## config.mk

```make
export PLATFORM = sky130hd
export DESIGN_NAME = pcs_core
export DESIGN_NICKNAME = d
export VERILOG_FILES = /design/src/pcs_pkg.sv /design/src/pcs_ram.sv /design/src/pcs_fifo.sv /design/src/pcs_core.sv
export VERILOG_INCLUDE_DIRS = /design/src
export SDC_FILE = /design/constraint.sdc
export NUM_CORES = 1
export LEC_CHECK = 0
export BUFFER_PORTS_ARGS = -buffer_cell sky130_fd_sc_hd__buf_2
export CAP_MARGIN = 20
export CELL_PAD_IN_SITES_DETAIL_PLACEMENT = 1
export CELL_PAD_IN_SITES_GLOBAL_PLACEMENT = 1
export CORE_ASPECT_RATIO = 1.25
export CORE_MARGIN = 4
export CORE_UTILIZATION = 39
export CTS_BUF_LIST = sky130_fd_sc_hd__clkbuf_2 sky130_fd_sc_hd__clkbuf_4 sky130_fd_sc_hd__clkbuf_8
export CTS_CLUSTER_DIAMETER = 60
export DETAILED_ROUTE_END_ITERATION = 10
export HOLD_SLACK_MARGIN = 0.08
export MAX_ROUTING_LAYER = met4
export PLACE_DENSITY_LB_ADDON = 0.1
export SKIP_CTS_REPAIR_TIMING = 1
export SYNTH_ARGS = -nofsm -noshare
export SYNTH_HDL_FRONTEND = slang
export SYNTH_SLANG_ARGS = --single-unit
```

## constraint.sdc

```tcl
create_clock -name CLK_SYS -period 12 [get_ports CLK_SYS]
set_input_delay 2.4 -clock CLK_SYS [delete_from_list [all_inputs] [get_ports CLK_SYS]]
set_output_delay 2.4 -clock CLK_SYS [all_outputs]
set_load 0.005 [all_outputs]
```

## src/pcs_consts.svh

```systemverilog
// Constants of the deterministic latency PCS: offsets, fields, resets, depths
// Contract
// - In deterministic latency mode the receive phase compensation stage is always a register.
// - The transmit phase compensation stage is a FIFO or a register, chosen by software.
// - In registered mode the stage is one pipeline register with a fixed delay after every reset.
// - In manual alignment the 5-bit receive slip count reports the bits slipped to synchronise.
// - The transmitter delays its serial output by the bit count on the 5-bit slip-select input.
// - The transmit slip-select covers zero through nine bits of slip.
// - Phase-detector feedback is offered when the reference equals the low-speed clock.
// - Deterministic latency mode is offered for a single channel and for four bonded channels.
// - Transmit latency is 2.5 to 3.5 word cycles with the byte serializer, 4 to 5 without.
// - Receive latency is 5 to 6 word cycles with the byte deserializer, 8 to 9 without.
// - Video mode is a single unbonded channel that only serializes and deserializes; the code keeps the phase compensation stages active in video mode.
`ifndef PCS_CONSTS_SVH
`define PCS_CONSTS_SVH

// ************************************************
// Register offsets
// ************************************************
`define OFS_CTRL        8'h00
`define OFS_PATTERN     8'h04
`define OFS_STATUS      8'h08

// ************************************************
// Control fields
// ************************************************
`define CTRL_VIDEO      0
`define CTRL_TX_REG     1
`define CTRL_BYTE_SER   2
`define CTRL_BITSLIP    3
`define CTRL_BONDED     4
`define CTRL_PFD        5
`define CTRL_REALIGN    8

// ************************************************
// Status fields
// ************************************************
`define STAT_SLIP_LSB   0
`define STAT_SYNCED     8
`define STAT_PFD_ON     9
`define STAT_BONDED_ON  10
`define STAT_LEVEL_LSB  16

// ************************************************
// Reset values
// ************************************************
`define PATTERN_RESET   10'h0fa
`define HRESP_OKAY      1'b0

// ************************************************
// Word widths, slip range and pipeline depths
// ************************************************
`define BITS_NARROW     5'd10
`define BITS_WIDE       5'd20
`define SLIP_MAX        5'd9
`define TX_DEPTH_SER    3
`define TX_DEPTH_PLAIN  4
`define RX_DEPTH_SER    5
`define RX_DEPTH_PLAIN  8
`define TX_FIFO_DEPTH   32

`endif

```

## src/pcs_pkg.sv

```systemverilog
// Types shared by the deterministic latency PCS files
package pcs_pkg;

	typedef logic [19:0] word_t;

	// Software configuration of the channel
	typedef struct packed {
		logic video;
		logic tx_reg;
		logic byte_ser;
		logic bitslip;
		logic bonded;
		logic pfd;
	} cfg_t;

	// Captured AHB address phase
	typedef struct packed {
		logic       sel;
		logic       write;
		logic [7:0] addr;
	} ahb_req_t;

	typedef enum logic {
		ALIGN_SEARCH,
		ALIGN_LOCKED
	} align_t;

endpackage

```

## src/pcs_ram.sv

```systemverilog
// Simple dual-port memory with registered read data
`timescale 1ns/10ps
module pcs_ram #(
	parameter int WIDTH = 20,
	parameter int DEPTH = 32
) (
	input  wire logic                     clk,
	input  wire logic                     we,
	input  wire logic [$clog2(DEPTH)-1:0] waddr,
	input  wire logic [WIDTH-1:0]         wdata,
	input  wire logic [$clog2(DEPTH)-1:0] raddr,
	output logic      [WIDTH-1:0]         rdata
);
	logic [WIDTH-1:0] mem [0:DEPTH-1];

	// Write port
	always_ff @(posedge clk)
	begin
		if (we)
			mem[waddr] <= wdata;
	end

	// Read port, old data on a same-address collision
	always_ff @(posedge clk)
	begin
		rdata <= mem[raddr];
	end
endmodule // pcs_ram

```

## src/pcs_fifo.sv

```systemverilog
// Show-ahead FIFO built on the registered-read memory
`timescale 1ns/10ps
module pcs_fifo #(
	parameter int WIDTH = 20,
	parameter int DEPTH = 32
) (
	input  wire logic                   clk,
	input  wire logic                   rst,
	input  wire logic                   in_valid,
	output logic                        in_ready,
	input  wire logic [WIDTH-1:0]       in_data,
	output logic                        out_valid,
	input  wire logic                   out_ready,
	output logic      [WIDTH-1:0]       out_data,
	output logic      [$clog2(DEPTH):0] level
);
	localparam int AW = $clog2(DEPTH);

	logic [AW-1:0] wr_ptr_r;
	logic [AW-1:0] rd_ptr_r;
	logic [AW-1:0] rd_ptr_nxt;
	logic [AW:0]   count_r;
	logic          stale_r;
	logic          push;
	logic          pop;

	// Handshakes; head is unusable the cycle after it was written
	assign in_ready  = (count_r != DEPTH[AW:0]);
	assign out_valid = (count_r != '0) && !stale_r;
	assign push      = in_valid && in_ready;
	assign pop       = out_valid && out_ready;
	assign rd_ptr_nxt = pop ? AW'(rd_ptr_r + 1'b1) : rd_ptr_r;
	assign level     = count_r;

	// Pointers and fill count
	always_ff @(posedge clk)
	begin
		if (rst)
		begin
			wr_ptr_r <= '0;
			rd_ptr_r <= '0;
			count_r  <= '0;
			stale_r  <= 1'b0;
		end
		else
		begin
			if (push)
				wr_ptr_r <= AW'(wr_ptr_r + 1'b1);
			rd_ptr_r <= rd_ptr_nxt;
			count_r  <= (AW+1)'(count_r + {{AW{1'b0}}, push} - {{AW{1'b0}}, pop});
			stale_r  <= push && (wr_ptr_r == rd_ptr_nxt);
		end
	end

	pcs_ram #(
		.WIDTH (WIDTH),
		.DEPTH (DEPTH)
	) u_ram (
		.clk   (clk),
		.we    (push),
		.waddr (wr_ptr_r),
		.wdata (in_data),
		.raddr (rd_ptr_nxt),
		.rdata (out_data)
	);
endmodule // pcs_fifo

```

## src/pcs_core.sv

```systemverilog
// Deterministic latency PCS channel with AHB-Lite control registers
//
// The implementer's own choices: register access over AHB-Lite and the placing of the registers.
`timescale 1ns/10ps
`include "pcs_consts.svh"
module pcs_core #(
	parameter int FIFO_DEPTH = `TX_FIFO_DEPTH
) (
	input  wire logic          CLK_SYS,
	input  wire logic          RST,
	input  wire logic          HSEL,
	input  wire logic [31:0]   HADDR,
	input  wire logic [1:0]    HTRANS,
	input  wire logic          HWRITE,
	input  wire logic [2:0]    HSIZE,
	input  wire logic [31:0]   HWDATA,
	input  wire logic          HREADY,
	output logic      [31:0]   HRDATA,
	output logic               HREADYOUT,
	output logic               HRESP,
	input  wire pcs_pkg::word_t TX_DATA,
	input  wire logic          TX_VALID,
	output logic               TX_READY,
	output logic               TX_WORD_STB,
	input  wire logic [4:0]    TX_SLIP_SEL,
	output logic               TX_SERIAL,
	input  wire logic          RX_SERIAL,
	input  wire logic          RX_BITSLIP,
	output pcs_pkg::word_t     RX_DATA,
	output logic               RX_VALID,
	output logic [4:0]         RX_SLIP_COUNT,
	output logic               RX_SYNCED
);
	import pcs_pkg::*;

	localparam int LW = $clog2(FIFO_DEPTH) + 1;

	// ************************************************
	// Declarations
	// ************************************************
	ahb_req_t   areq_r;
	cfg_t       cfg_r;
	logic [9:0] pattern_r;
	logic       realign_r;
	logic       bonded_on;
	logic       pfd_on;
	logic [4:0] wbits;
	logic [4:0] tx_phase_r;
	logic [4:0] tx_phase_nxt;
	logic       tx_stb;
	logic       tx_take;
	logic       fifo_push;
	logic       fifo_pop;
	logic       fifo_ov;
	word_t      fifo_data;
	logic [LW-1:0] fifo_level;
	logic [LW-1:0] level_nxt;
	word_t      tx_src;
	word_t      tx_pipe_r [0:`TX_DEPTH_PLAIN-1];
	word_t      tx_tap;
	word_t      tx_sh_r;
	logic [8:0] tx_hist_r;
	logic [4:0] tx_slip_r;
	logic [4:0] slip_in;
	logic       rx_meta_r;
	logic       rx_bit_r;
	word_t      rx_sh_r;
	logic [4:0] rx_phase_r;
	logic [4:0] rx_phase_nxt;
	logic       rx_stb;
	logic       rx_match;
	logic       rx_take;
	logic       bs_d_r;
	logic       bs_edge;
	align_t     align_r;
	logic [4:0] rx_slip_r;
	word_t      rx_word;
	word_t      rx_pipe_r [0:`RX_DEPTH_PLAIN-1];
	logic [31:0] status;

	// ************************************************
	// Register bus
	// ************************************************

	// Address phase capture; only word transfers are expected
	always_ff @(posedge CLK_SYS)
	begin
		if (RST)
			areq_r <= '0;
		else if (HREADY)
			areq_r <= '{sel: HSEL && HTRANS[1], write: HWRITE, addr: HADDR[7:0]};
	end

	// Zero wait state slave, always OKAY
	always_ff @(posedge CLK_SYS)
	begin
		if (RST)
		begin
			HREADYOUT <= 1'b1;
			HRESP     <= `HRESP_OKAY;
		end
		else
		begin
			HREADYOUT <= 1'b1;
			HRESP     <= `HRESP_OKAY;
		end
	end

	// Effective mode: video forces a single unbonded channel
	assign bonded_on = cfg_r.bonded && !cfg_r.video;
	assign pfd_on    = cfg_r.pfd && !cfg_r.video;

	assign status = {{(16-LW){1'b0}}, fifo_level, 5'h00, bonded_on, pfd_on,
		RX_SYNCED, 3'h0, RX_SLIP_COUNT};

	// Read decode of the unmapped space returns zero
	function automatic logic [31:0] reg_read(input logic [7:0] a);
		if (a == `OFS_CTRL)
			reg_read = {26'h0, cfg_r.pfd, cfg_r.bonded, cfg_r.bitslip,
				cfg_r.byte_ser, cfg_r.tx_reg, cfg_r.video};
		else if (a == `OFS_PATTERN)
			reg_read = {22'h0, pattern_r};
		else if (a == `OFS_STATUS)
			reg_read = status;
		else
			reg_read = 32'h0000_0000;
	endfunction

	// Read data prepared at the end of the address phase
	always_ff @(posedge CLK_SYS)
	begin
		if (RST)
			HRDATA <= 32'h0000_0000;
		else if (HREADY && HSEL && HTRANS[1] && !HWRITE)
			HRDATA <= reg_read(HADDR[7:0]);
		else
			HRDATA <= 32'h0000_0000;
	end

	// Register writes in the data phase; realign is a one-cycle pulse
	always_ff @(posedge CLK_SYS)
	begin
		if (RST)
		begin
			cfg_r     <= '0;
			pattern_r <= `PATTERN_RESET;
			realign_r <= 1'b0;
		end
		else
		begin
			realign_r <= 1'b0;
			if (areq_r.sel && areq_r.write)
			begin
				if (areq_r.addr == `OFS_CTRL)
				begin
					cfg_r.video    <= HWDATA[`CTRL_VIDEO];
					cfg_r.tx_reg   <= HWDATA[`CTRL_TX_REG];
					cfg_r.byte_ser <= HWDATA[`CTRL_BYTE_SER];
					cfg_r.bitslip  <= HWDATA[`CTRL_BITSLIP];
					cfg_r.bonded   <= HWDATA[`CTRL_BONDED];
					cfg_r.pfd      <= HWDATA[`CTRL_PFD];
					realign_r      <= HWDATA[`CTRL_REALIGN];
				end
				else if (areq_r.addr == `OFS_PATTERN)
					pattern_r <= HWDATA[9:0];
			end
		end
	end

	// ************************************************
	// Transmit word timing and phase compensation
	// ************************************************

	// Byte serializer doubles the bits per fabric word
	assign wbits = cfg_r.byte_ser ? `BITS_WIDE : `BITS_NARROW;

	assign tx_stb = (tx_phase_r >= 5'(wbits - 5'd1));
	assign tx_phase_nxt = tx_stb ? 5'd0 : 5'(tx_phase_r + 5'd1);

	// One word slot every wbits serial bits
	always_ff @(posedge CLK_SYS)
	begin
		if (RST)
		begin
			tx_phase_r  <= 5'd0;
			TX_WORD_STB <= 1'b0;
		end
		else
		begin
			tx_phase_r  <= tx_phase_nxt;
			TX_WORD_STB <= (tx_phase_nxt >= 5'(wbits - 5'd1));
		end
	end

	// Registered mode accepts at most one word per slot
	assign tx_take   = TX_VALID && TX_READY && cfg_r.tx_reg;
	assign fifo_push = TX_VALID && TX_READY && !cfg_r.tx_reg;
	assign fifo_pop  = tx_stb && fifo_ov && !cfg_r.tx_reg;
	assign level_nxt = LW'(fifo_level + {{(LW-1){1'b0}}, fifo_push}
		- {{(LW-1){1'b0}}, fifo_pop});

	// Ready from a flop: slot cycle in registered mode, free space otherwise
	always_ff @(posedge CLK_SYS)
	begin
		if (RST)
			TX_READY <= 1'b0;
		else if (cfg_r.tx_reg)
			TX_READY <= (tx_phase_nxt >= 5'(wbits - 5'd1));
		else
			TX_READY <= (level_nxt < LW'(FIFO_DEPTH));
	end

	pcs_fifo #(
		.WIDTH ($bits(word_t)),
		.DEPTH (FIFO_DEPTH)
	) u_tx_fifo (
		.clk       (CLK_SYS),
		.rst       (RST),
		.in_valid  (fifo_push),
		.in_ready  (),
		.in_data   (TX_DATA),
		.out_valid (fifo_ov),
		.out_ready (fifo_pop),
		.out_data  (fifo_data),
		.level     (fifo_level)
	);

	// Idle slots send zeros; rate match and byte ordering do not exist here
	always_comb
	begin
		if (cfg_r.tx_reg)
			tx_src = tx_take ? TX_DATA : '0;
		else
			tx_src = fifo_ov ? fifo_data : '0;
	end

	// ************************************************
	// Transmit pipeline, serializer and bit slip
	// ************************************************

	// Fixed-depth pipeline stepped once per word slot
	always_ff @(posedge CLK_SYS)
	begin
		if (RST)
		begin
			for (int i = 0; i < `TX_DEPTH_PLAIN; i++)
				tx_pipe_r[i] <= '0;
		end
		else if (tx_stb)
		begin
			tx_pipe_r[0] <= tx_src;
			for (int i = 1; i < `TX_DEPTH_PLAIN; i++)
				tx_pipe_r[i] <= tx_pipe_r[i-1];
		end
	end

	// Tap chosen by byte serializer use
	assign tx_tap = cfg_r.byte_ser ? tx_pipe_r[`TX_DEPTH_SER-1]
		: tx_pipe_r[`TX_DEPTH_PLAIN-1];

	// Slip amount clamped to nine; video mode slips nothing
	assign slip_in = cfg_r.video ? 5'd0
		: (TX_SLIP_SEL > `SLIP_MAX) ? `SLIP_MAX : TX_SLIP_SEL;

	// Serializer sends LSB first; slip taken at a word edge to avoid a torn word
	always_ff @(posedge CLK_SYS)
	begin
		if (RST)
		begin
			tx_sh_r   <= '0;
			tx_hist_r <= 9'h000;
			tx_slip_r <= 5'd0;
		end
		else
		begin
			tx_hist_r <= {tx_hist_r[7:0], tx_sh_r[0]};
			if (tx_stb)
			begin
				tx_sh_r   <= tx_tap;
				tx_slip_r <= slip_in;
			end
			else
				tx_sh_r <= {1'b0, tx_sh_r[19:1]};
		end
	end

	// Delay the serial stream by the selected bit count
	always_ff @(posedge CLK_SYS)
	begin
		if (RST)
			TX_SERIAL <= 1'b0;
		else if (tx_slip_r == 5'd0)
			TX_SERIAL <= tx_sh_r[0];
		else
			TX_SERIAL <= tx_hist_r[4'(tx_slip_r - 5'd1)];
	end

	// ************************************************
	// Receive synchroniser and deserializer
	// ************************************************

	// Serial pin crosses in through two flops
	always_ff @(posedge CLK_SYS)
	begin
		if (RST)
		begin
			rx_meta_r <= 1'b0;
			rx_bit_r  <= 1'b0;
			rx_sh_r   <= '0;
			bs_d_r    <= 1'b0;
		end
		else
		begin
			rx_meta_r <= RX_SERIAL;
			rx_bit_r  <= rx_meta_r;
			rx_sh_r   <= {rx_bit_r, rx_sh_r[19:1]};
			bs_d_r    <= RX_BITSLIP;
		end
	end

	// ************************************************
	// Word aligner
	// ************************************************
	assign rx_stb   = (rx_phase_r >= 5'(wbits - 5'd1));
	assign rx_match = !cfg_r.video && !cfg_r.bitslip && (align_r == ALIGN_SEARCH)
		&& (rx_sh_r[19:10] == pattern_r);
	assign bs_edge  = RX_BITSLIP && !bs_d_r && cfg_r.bitslip && !cfg_r.video;
	assign rx_take  = rx_stb || rx_match;

	// A slip holds the boundary one bit; a match ends a word at once
	always_comb
	begin
		if (bs_edge)
			rx_phase_nxt = rx_phase_r;
		else if (rx_take)
			rx_phase_nxt = 5'd0;
		else
			rx_phase_nxt = 5'(rx_phase_r + 5'd1);
	end

	// Boundary, lock state and slip count
	always_ff @(posedge CLK_SYS)
	begin
		if (RST)
		begin
			rx_phase_r <= 5'd0;
			align_r    <= ALIGN_SEARCH;
			rx_slip_r  <= 5'd0;
		end
		else
		begin
			rx_phase_r <= rx_phase_nxt;
			if (cfg_r.video)
			begin
				align_r   <= ALIGN_SEARCH;
				rx_slip_r <= 5'd0;
			end
			else if (realign_r)
				align_r <= ALIGN_SEARCH;
			else if (rx_match)
			begin
				align_r   <= ALIGN_LOCKED;
				rx_slip_r <= 5'(wbits - 5'd1 - rx_phase_r);
			end
			else if (bs_edge)
				rx_slip_r <= (rx_slip_r >= 5'(wbits - 5'd1)) ? 5'd0
					: 5'(rx_slip_r + 5'd1);
		end
	end

	// Report sync and slip; bit-slip and video modes count as synchronised
	always_ff @(posedge CLK_SYS)
	begin
		if (RST)
		begin
			RX_SYNCED     <= 1'b0;
			RX_SLIP_COUNT <= 5'd0;
		end
		else
		begin
			RX_SYNCED     <= cfg_r.video || cfg_r.bitslip || (align_r == ALIGN_LOCKED);
			RX_SLIP_COUNT <= rx_slip_r;
		end
	end

	// ************************************************
	// Receive pipeline, always registered
	// ************************************************
	assign rx_word = cfg_r.byte_ser ? rx_sh_r : {10'h000, rx_sh_r[19:10]};

	// Register stages give a fixed delay with no FIFO uncertainty
	always_ff @(posedge CLK_SYS)
	begin
		if (RST)
		begin
			for (int i = 0; i < `RX_DEPTH_PLAIN; i++)
				rx_pipe_r[i] <= '0;
		end
		else if (rx_take)
		begin
			rx_pipe_r[0] <= rx_word;
			for (int i = 1; i < `RX_DEPTH_PLAIN; i++)
				rx_pipe_r[i] <= rx_pipe_r[i-1];
		end
	end

	// Output tap chosen by byte deserializer use
	always_ff @(posedge CLK_SYS)
	begin
		if (RST)
		begin
			RX_DATA  <= '0;
			RX_VALID <= 1'b0;
		end
		else
		begin
			RX_VALID <= rx_take;
			if (rx_take)
				RX_DATA <= cfg_r.byte_ser ? rx_pipe_r[`RX_DEPTH_SER-1]
					: rx_pipe_r[`RX_DEPTH_PLAIN-1];
		end
	end
endmodule // pcs_core

```

==> flow_summary.json, run 1 <==
{
  "hold_class": "reg2reg",
  "synth_top_flop_cell": "edfxtp_1",
  "critPathKind": "reg2reg",
  "syn_inst": 3199,
  "wl_um": 115200,
  "clockBufferDepth": 3,
  "clock_latency_ns": 0.85,
  "hold_viol_final": 0,
  "yosysSeqAreaShare": 0.7081,
  "rsz0062_at_grt": "no",
  "cp.required_ns": 12.79,
  "avgSynthCellArea_um2": 13.29,
  "htree_num_levels": 4,
  "peakVddDrop_v": 0.0001031,
  "cpLargestDelayFamily": "buffers and inverters",
  "area_growth_pct": 13.45,
  "path_common_cell": "buf_4",
  "ios": 166,
  "drive_gt1_frac": 0.1534,
  "postLayoutCellArea_mm2": 0.04824,
  "comb_power_share": 0.054,
  "path_max_fanout": 78,
  "worst_pin_slew_ns": 1.142,
  "cts_tree": "yes",
  "start_util": 0.3927,
  "firstDrtPassIters": 6,
  "placed_cell_area_mm2": 0.04458,
  "timing.final.ws_setup_ns": 6.075,
  "synth_edf_count": 880,
  "cts_root_buffer": "clkbuf_8",
  "hold_path_depth": 2,
  "p_leak_nw": 16.78,
  "critical_path_cell_count": 14,
  "synth_top_area_cell": "edfxtp_1",
  "arrival_ns": 6.71,
  "seq_power_share": 0.527,
  "dieArea_mm2": 0.1144,
  "synth_top_area_share": 0.6215,
  "start_kind": "register",
  "fmax_mhz": 168.8,
  "clkSinkCount": 1064,
  "intPower_w": 0.006003,
  "synthArstFlopShare": 0,
  "path_buf_inv": 4,
  "io_buffers": 98,
  "status": "finished clean",
  "core_area_mm2": 0.1083,
  "netlist_area_mm2": 0.04252,
  "synth_area_leaders": "edfxtp_1 (62%), dfxtp_1 (8.7%), nand2_1 (4.5%)",
  "yosysWarnings": 0,
  "ys_ff_latch": 1064,
  "fp-row-count": 135,
  "power.share.clock": 0.419,
  "power_density_mw_per_mm2": 161.5,
  "dp_hpwl_um": 66600,
  "drtAntennaViolNets": 0,
  "cpPeakStageDelay_ns": 0.78,
  "fin_crit_sh": 0.4938,
  "swShare": 0.2293,
  "drtIter0Drc": 1597,
  "p_switching_w": 0.001786,
  "gp_congestion": 0.7917,
  "numCtsBuffers": 174,
  "slowest_stage": "buf_4",
  "first_global_vias": 28035,
  "fin_skew_ns": 0.02639,
  "drv_slew": 0,
  "finalSetupTns_ns": 0,
  "die_x_um": 303.3,
  "final_util": 0.4455,
  "via_per_inst": 5.285,
  "r2r_cells": 14,
  "grt_use_total": 0.2082,
  "vias": 25982,
  "grt_pass1_wl_um": 173900,
  "fill_cells": 11119,
  "nets": 3463,
  "grt_max_degree": 188,
  "die_y_um": 377.2,
  "dp_slack_ns": 5.986,
  "gr-total-overflow": 0,
  "finalCriticalPeriod_ns": 5.925,
  "antenna_found_initial": 4,
  "crit_path_end_kind": "register",
  "max_slew_margin": 0.2318,
  "remaining_drc_errors": 0,
  "max_cap_violations": 0,
  "setup_viol": 0,
  "clk_pin_slew_ns": 0.06,
  "synth_cell_types": 85,
  "wl_per_cell_um": 23.43,
  "path_cells": "inv_1, ha_1, nor2b_1, a41oi_2, a21oi_4, xnor2_4, buf_4, buf_4, buf_4, nand2_1, nand3_1, a21oi_1, nor4_1, o41a_1"
}
-- worst register-to-register path: stages (launching register included) --
cell	delay (ns)
dfxtp_4	0.71
inv_1	0.37
ha_1	0.40
nor2b_1	0.20
a41oi_2	0.28
a21oi_4	0.31
xnor2_4	0.13
buf_4	0.47
buf_4	0.82
buf_4	0.81
nand2_1	0.21
nand3_1	0.11
a21oi_1	0.09
nor4_1	0.69
o41a_1	0.27
-- layer usage --
| metal | part of all wire | vias up | global-route usage | wire length (µm) |
|---|---|---|---|---|
| li1 | - | 11951 | - | - |
| met1 | 0.41 | 13329 | 0.2447 | 47540 |
| met2 | 0.53 | 512 | 0.3676 | 60480 |
| met3 | 0.038 | 190 | 0.03217 | 4343 |
| met4 | 0.025 | 0 | 0.06436 | 2828 |
| met5 | 0 | - | - | 0 |
-- Yosys cell counts (12+ instances only) --
cell      instances
o41a_1           16
ha_1             33
buf_2            54
edfxtp_1        880
mux2i_1         122
nand2_1         508
buf_4            26
and3_1           35
clkbuf_1        108
a211oi_1         86
a31oi_1          12
a21oi_1         107
nand3_1         187
and2_1          170
mux4_2           14
nor2b_1          84
xnor2_1          27
inv_1            33
o21ai_0          13
nor2_1          206
o22ai_1          19
nor4_1           40
a22oi_1          24
dfxtp_1         184
buf_1            18
nor3_1           20
a311oi_1         22
-- cell usage in the layout, fill, tap and decap left out, drive strengths merged, types with 19 or more instances in the layout --
cell type  synthesis  final
a211oi            86     86
a21oi            108    108
a22oi             25     25
a311oi            22     22
and2             176    176
and3              35     35
buf              100    145
clkbuf           108    264
clkinv             0     45
dfxtp            184    184
edfxtp           880    880
ha                33     33
inv               33     38
mux2i            123    123
nand2            510    510
nand3            188    188
nor2             207    207
nor2b             84     84
nor3              21     21
nor4              41     41
o221ai            19     19
o22ai             19     19
xnor2             29     29
-- state kept, by name, summed over array words and instances, names as in the netlist, 6 cells and up --
register	cells
tx_pipe_r	80
tx_sh_r	20
areq_r	10
rx_pipe_r	160
cfg_r	6
tx_hist_r	9
pattern_r	10
rx_sh_r	20
u_tx_fifo.u_ram.rdata	20
RX_DATA	20
u_tx_fifo.u_ram.mem	640
u_tx_fifo.level	6
HRDATA	17
-- stage by stage --
step           hold slack, ns  power (W)  instances
2_1_floorplan          0.4068   0.004417       3214
3_3_place_gp           0.4288   0.004593       4588
3_5_place_dp           0.4277   0.004607       4588
4_1_cts                0.4374   0.007897       4911
5_1_grt                0.4695   0.008109       4915
6_report               0.4343   0.007789       4916
-- path summary, 6_finish.rpt --
path	startpoint	end	slack (ns)
hold / removal	tx_slip_r[4]	tx_slip_r[4]	0.43
setup / recovery	cfg_r[3]	u_tx_fifo.u_ram.rdata[12]	6.07
setup reg to reg	cfg_r[3]	u_tx_fifo.u_ram.rdata[12]	6.07
hold reg to reg	tx_slip_r[4]	tx_slip_r[4]	0.43
-- layout make-up --
class | instances | area (µm²) | share of cell area
flip-flops and latches | 1064 | 30110 | 0.6243
multi-input cells | 1909 | 11670 | 0.2420
clock buffers | 264 | 3214 | 0.06663
well taps | 1438 | 1799 | 0.03730
repair buffers | 145 | 894.6 | 0.01855
clock inverters | 59 | 410.4 | 0.008508
inverters | 33 | 123.9 | 0.002568
diodes | 4 | 10.01 | 0.0002075
-- cells by family (layout without fill, tap and decap cells) --
family	count (synthesis)	in the layout	synth area share
fa+ha+maj	34	34	0.01018
mux	141	141	0.03761
other cells	2	21	0.0001766
buf+inv	241	501	0.02551
xor+xnor	41	41	0.009416
flops	1064	1064	0.7081
compound gates	371	371	0.06377
simple gates	1305	1305	0.1452
-- power groups by stage --
stage               combinational [W]  sequential (W)  clock [W]
global placement             0.000409         0.00418          0
detailed placement           0.000420         0.00419          0
global route                 0.000460         0.00411    0.00354
CTS                          0.000422         0.00411    0.00336
floorplan                    0.000245         0.00417          0
finish                       0.000419         0.00411    0.00326
No activity file was read; power rests on OpenSTA's default activity.
==> run 2: changes to the inputs <==
Clock period 12 ns to 5.98 ns, I/O delays scaled along.
==> run 2 against run 1 <==
  * Clock power increased by 92%
  * Sequential cell count unchanged
  * Worst setup slack got worse by 4.8 ns
  * Fmax increased by 26%
  * Final cell count increased by 0.10%
  * Highest routed layer unchanged
  * Critical endpoint is now u_tx_fifo.u_ram.rdata[19]
  * Utilization increased by 0.059 points
==> flow_summary.json, run 2 (synthesized netlist as in run 1, its figures left out) <==
{
  "path_max_fanout": 85,
  "area_growth_pct": 13.60,
  "finalSetupTns_ns": 0,
  "postLayoutCellArea_mm2": 0.04830,
  "start_kind": "register",
  "drtAntennaViolNets": 0,
  "gr-total-overflow": 0,
  "setup_viol": 0,
  "grt_max_degree": 112,
  "regMostFlops": "u_tx_fifo.u_ram.mem",
  "fin_skew_ns": 0.03824,
  "drive_gt1_frac": 0.1549,
  "hold_class": "reg2reg",
  "layout_common_cells": "edfxtp_1 (880), nand2_1 (507), nand3_1 (187), clkbuf_8 (187), dfxtp_1 (182)",
  "io_buffers": 98,
  "use_met1": 0.2359,
  "finalCriticalPeriod_ns": 4.719,
  "firstDrtPassIters": 5,
  "antenna_found_initial": 5,
  "dieArea_mm2": 0.1144,
  "wl_per_cell_um": 23.05,
  "remaining_drc_errors": 0,
  "cts_root_buffer": "clkbuf_8",
  "vias": 26073,
  "drv_slew": 0,
  "fp-row-count": 135,
  "clock_latency_ns": 0.85,
  "die_y_um": 377.2,
  "clockBufferDepth": 3,
  "cp.required_ns": 6.74,
  "crit_path_end_kind": "register",
  "top_usage_layer": "met2",
  "clkSinkCount": 1064,
  "timing.final.ws_setup_ns": 1.261,
  "nets": 3483,
  "rsz0062_at_grt": "no",
  "hold_viol_final": 0,
  "top_regs": "u_tx_fifo.u_ram.mem x640, rx_pipe_r x160, tx_pipe_r x80",
  "ios": 166,
  "final_util": 0.4461,
  "drtIter0Drc": 1604,
  "dp_slack_ns": 1.202,
  "start_util": 0.3927,
  "core_area_mm2": 0.1083,
  "gr-usage-met2": 0.3538,
  "critPathKind": "reg2reg",
  "grt_pass1_wl_um": 171000,
  "max_cap_violations": 0,
  "clk_pin_slew_ns": 0.06,
  "fmax_mhz": 211.9,
  "cts_tree": "yes",
  "numCtsBuffers": 174,
  "power_density_mw_per_mm2": 317.7,
  "dp_hpwl_um": 68670,
  "peakVddDrop_v": 0.0002028,
  "grt_use_total": 0.2048,
  "placed_cell_area_mm2": 0.04488,
  "via_per_inst": 5.298,
  "first_global_vias": 28339,
  "placed_cells": 4609,
  "htree_num_levels": 4,
  "worst_pin_slew_ns": 1.126,
  "die_x_um": 303.3,
  "stdcell_count": 4921,
  "max_slew_margin": 0.2494,
  "largest_register_ffs": 640,
  "grt_use_met3": 0.03522,
  "fin_crit_sh": 0.7892,
  "wl_um": 113400,
  "final_common_cell": "edfxtp_1",
  "status": "finished clean",
  "p_leak_nw": 16.81,
  "arrival_ns": 5.48,
  "gp_congestion": 0.7824
}
run 2: cell count changes in the layout (fill, tap and decap cells not counted), moves of 2 or more:
cell / delta
clkbuf_4: -12
buf_4: +9
buf_12: +12
clkbuf_8: -10
inv_6: -2
clkinvlp_4: +3
clkinv_2: +8
run 2: metrics by stage:
step	hold slack [ns]	total power, W
after global placement	0.4314	0.009226
after CTS	0.4456	0.01559
final	0.4444	0.01534
after detailed placement	0.4344	0.009266
after floorplan	0.4068	0.008863
after global routing	0.4653	0.01599
run 2: cell type report:
type	instances	area, µm²
clock inverter	66	429.2
clock buffer	242	2987
fill	11062	59970
antenna	4	10.01
sequential	1064	30110
inverter	33	123.9
tap	1438	1799
multi-input combinational	1909	11660
timing repair buffer	165	1175
run 2: report_power, final:
part,total [W],internal (W),leakage (nW),switching [W]
logic,0.000855,0.000274,5.28,0.000582
clock network,0.00625,0.00336,1.80,0.00289
registers,0.00824,0.00817,9.73,0.0000686
run 2: critical path, cell delays in order (launching register included):
cell	delay [ns]
dfxtp_1	0.31
inv_1	0.10
ha_1	0.17
nor4bb_1	0.76
or3_1	0.21
buf_4	0.19
a21oi_4	0.12
buf_4	0.26
xnor2_4	0.63
buf_12	0.43
nand2_1	0.11
nand3_1	0.09
a21oi_1	0.08
nor4_1	0.76
o41a_1	0.32
run 2: path summary, 6_finish.rpt:
check                     startpoint                   endpoint  slack [ns]  cells past startpoint
setup / recovery  u_tx_fifo.level[4]  u_tx_fifo.u_ram.rdata[19]        1.26                     14
hold / removal             realign_r                    align_r        0.44                      1
setup reg to reg  u_tx_fifo.level[4]  u_tx_fifo.u_ram.rdata[19]        1.26                     14
hold reg to reg            realign_r                    align_r        0.44                      1
run 2: layer usage:
layer  routed length (µm)  part of all wire
met2                58320              0.51
met5                    0                 0
met1                46170              0.41
met3                 4651             0.041
met4                 4287             0.038
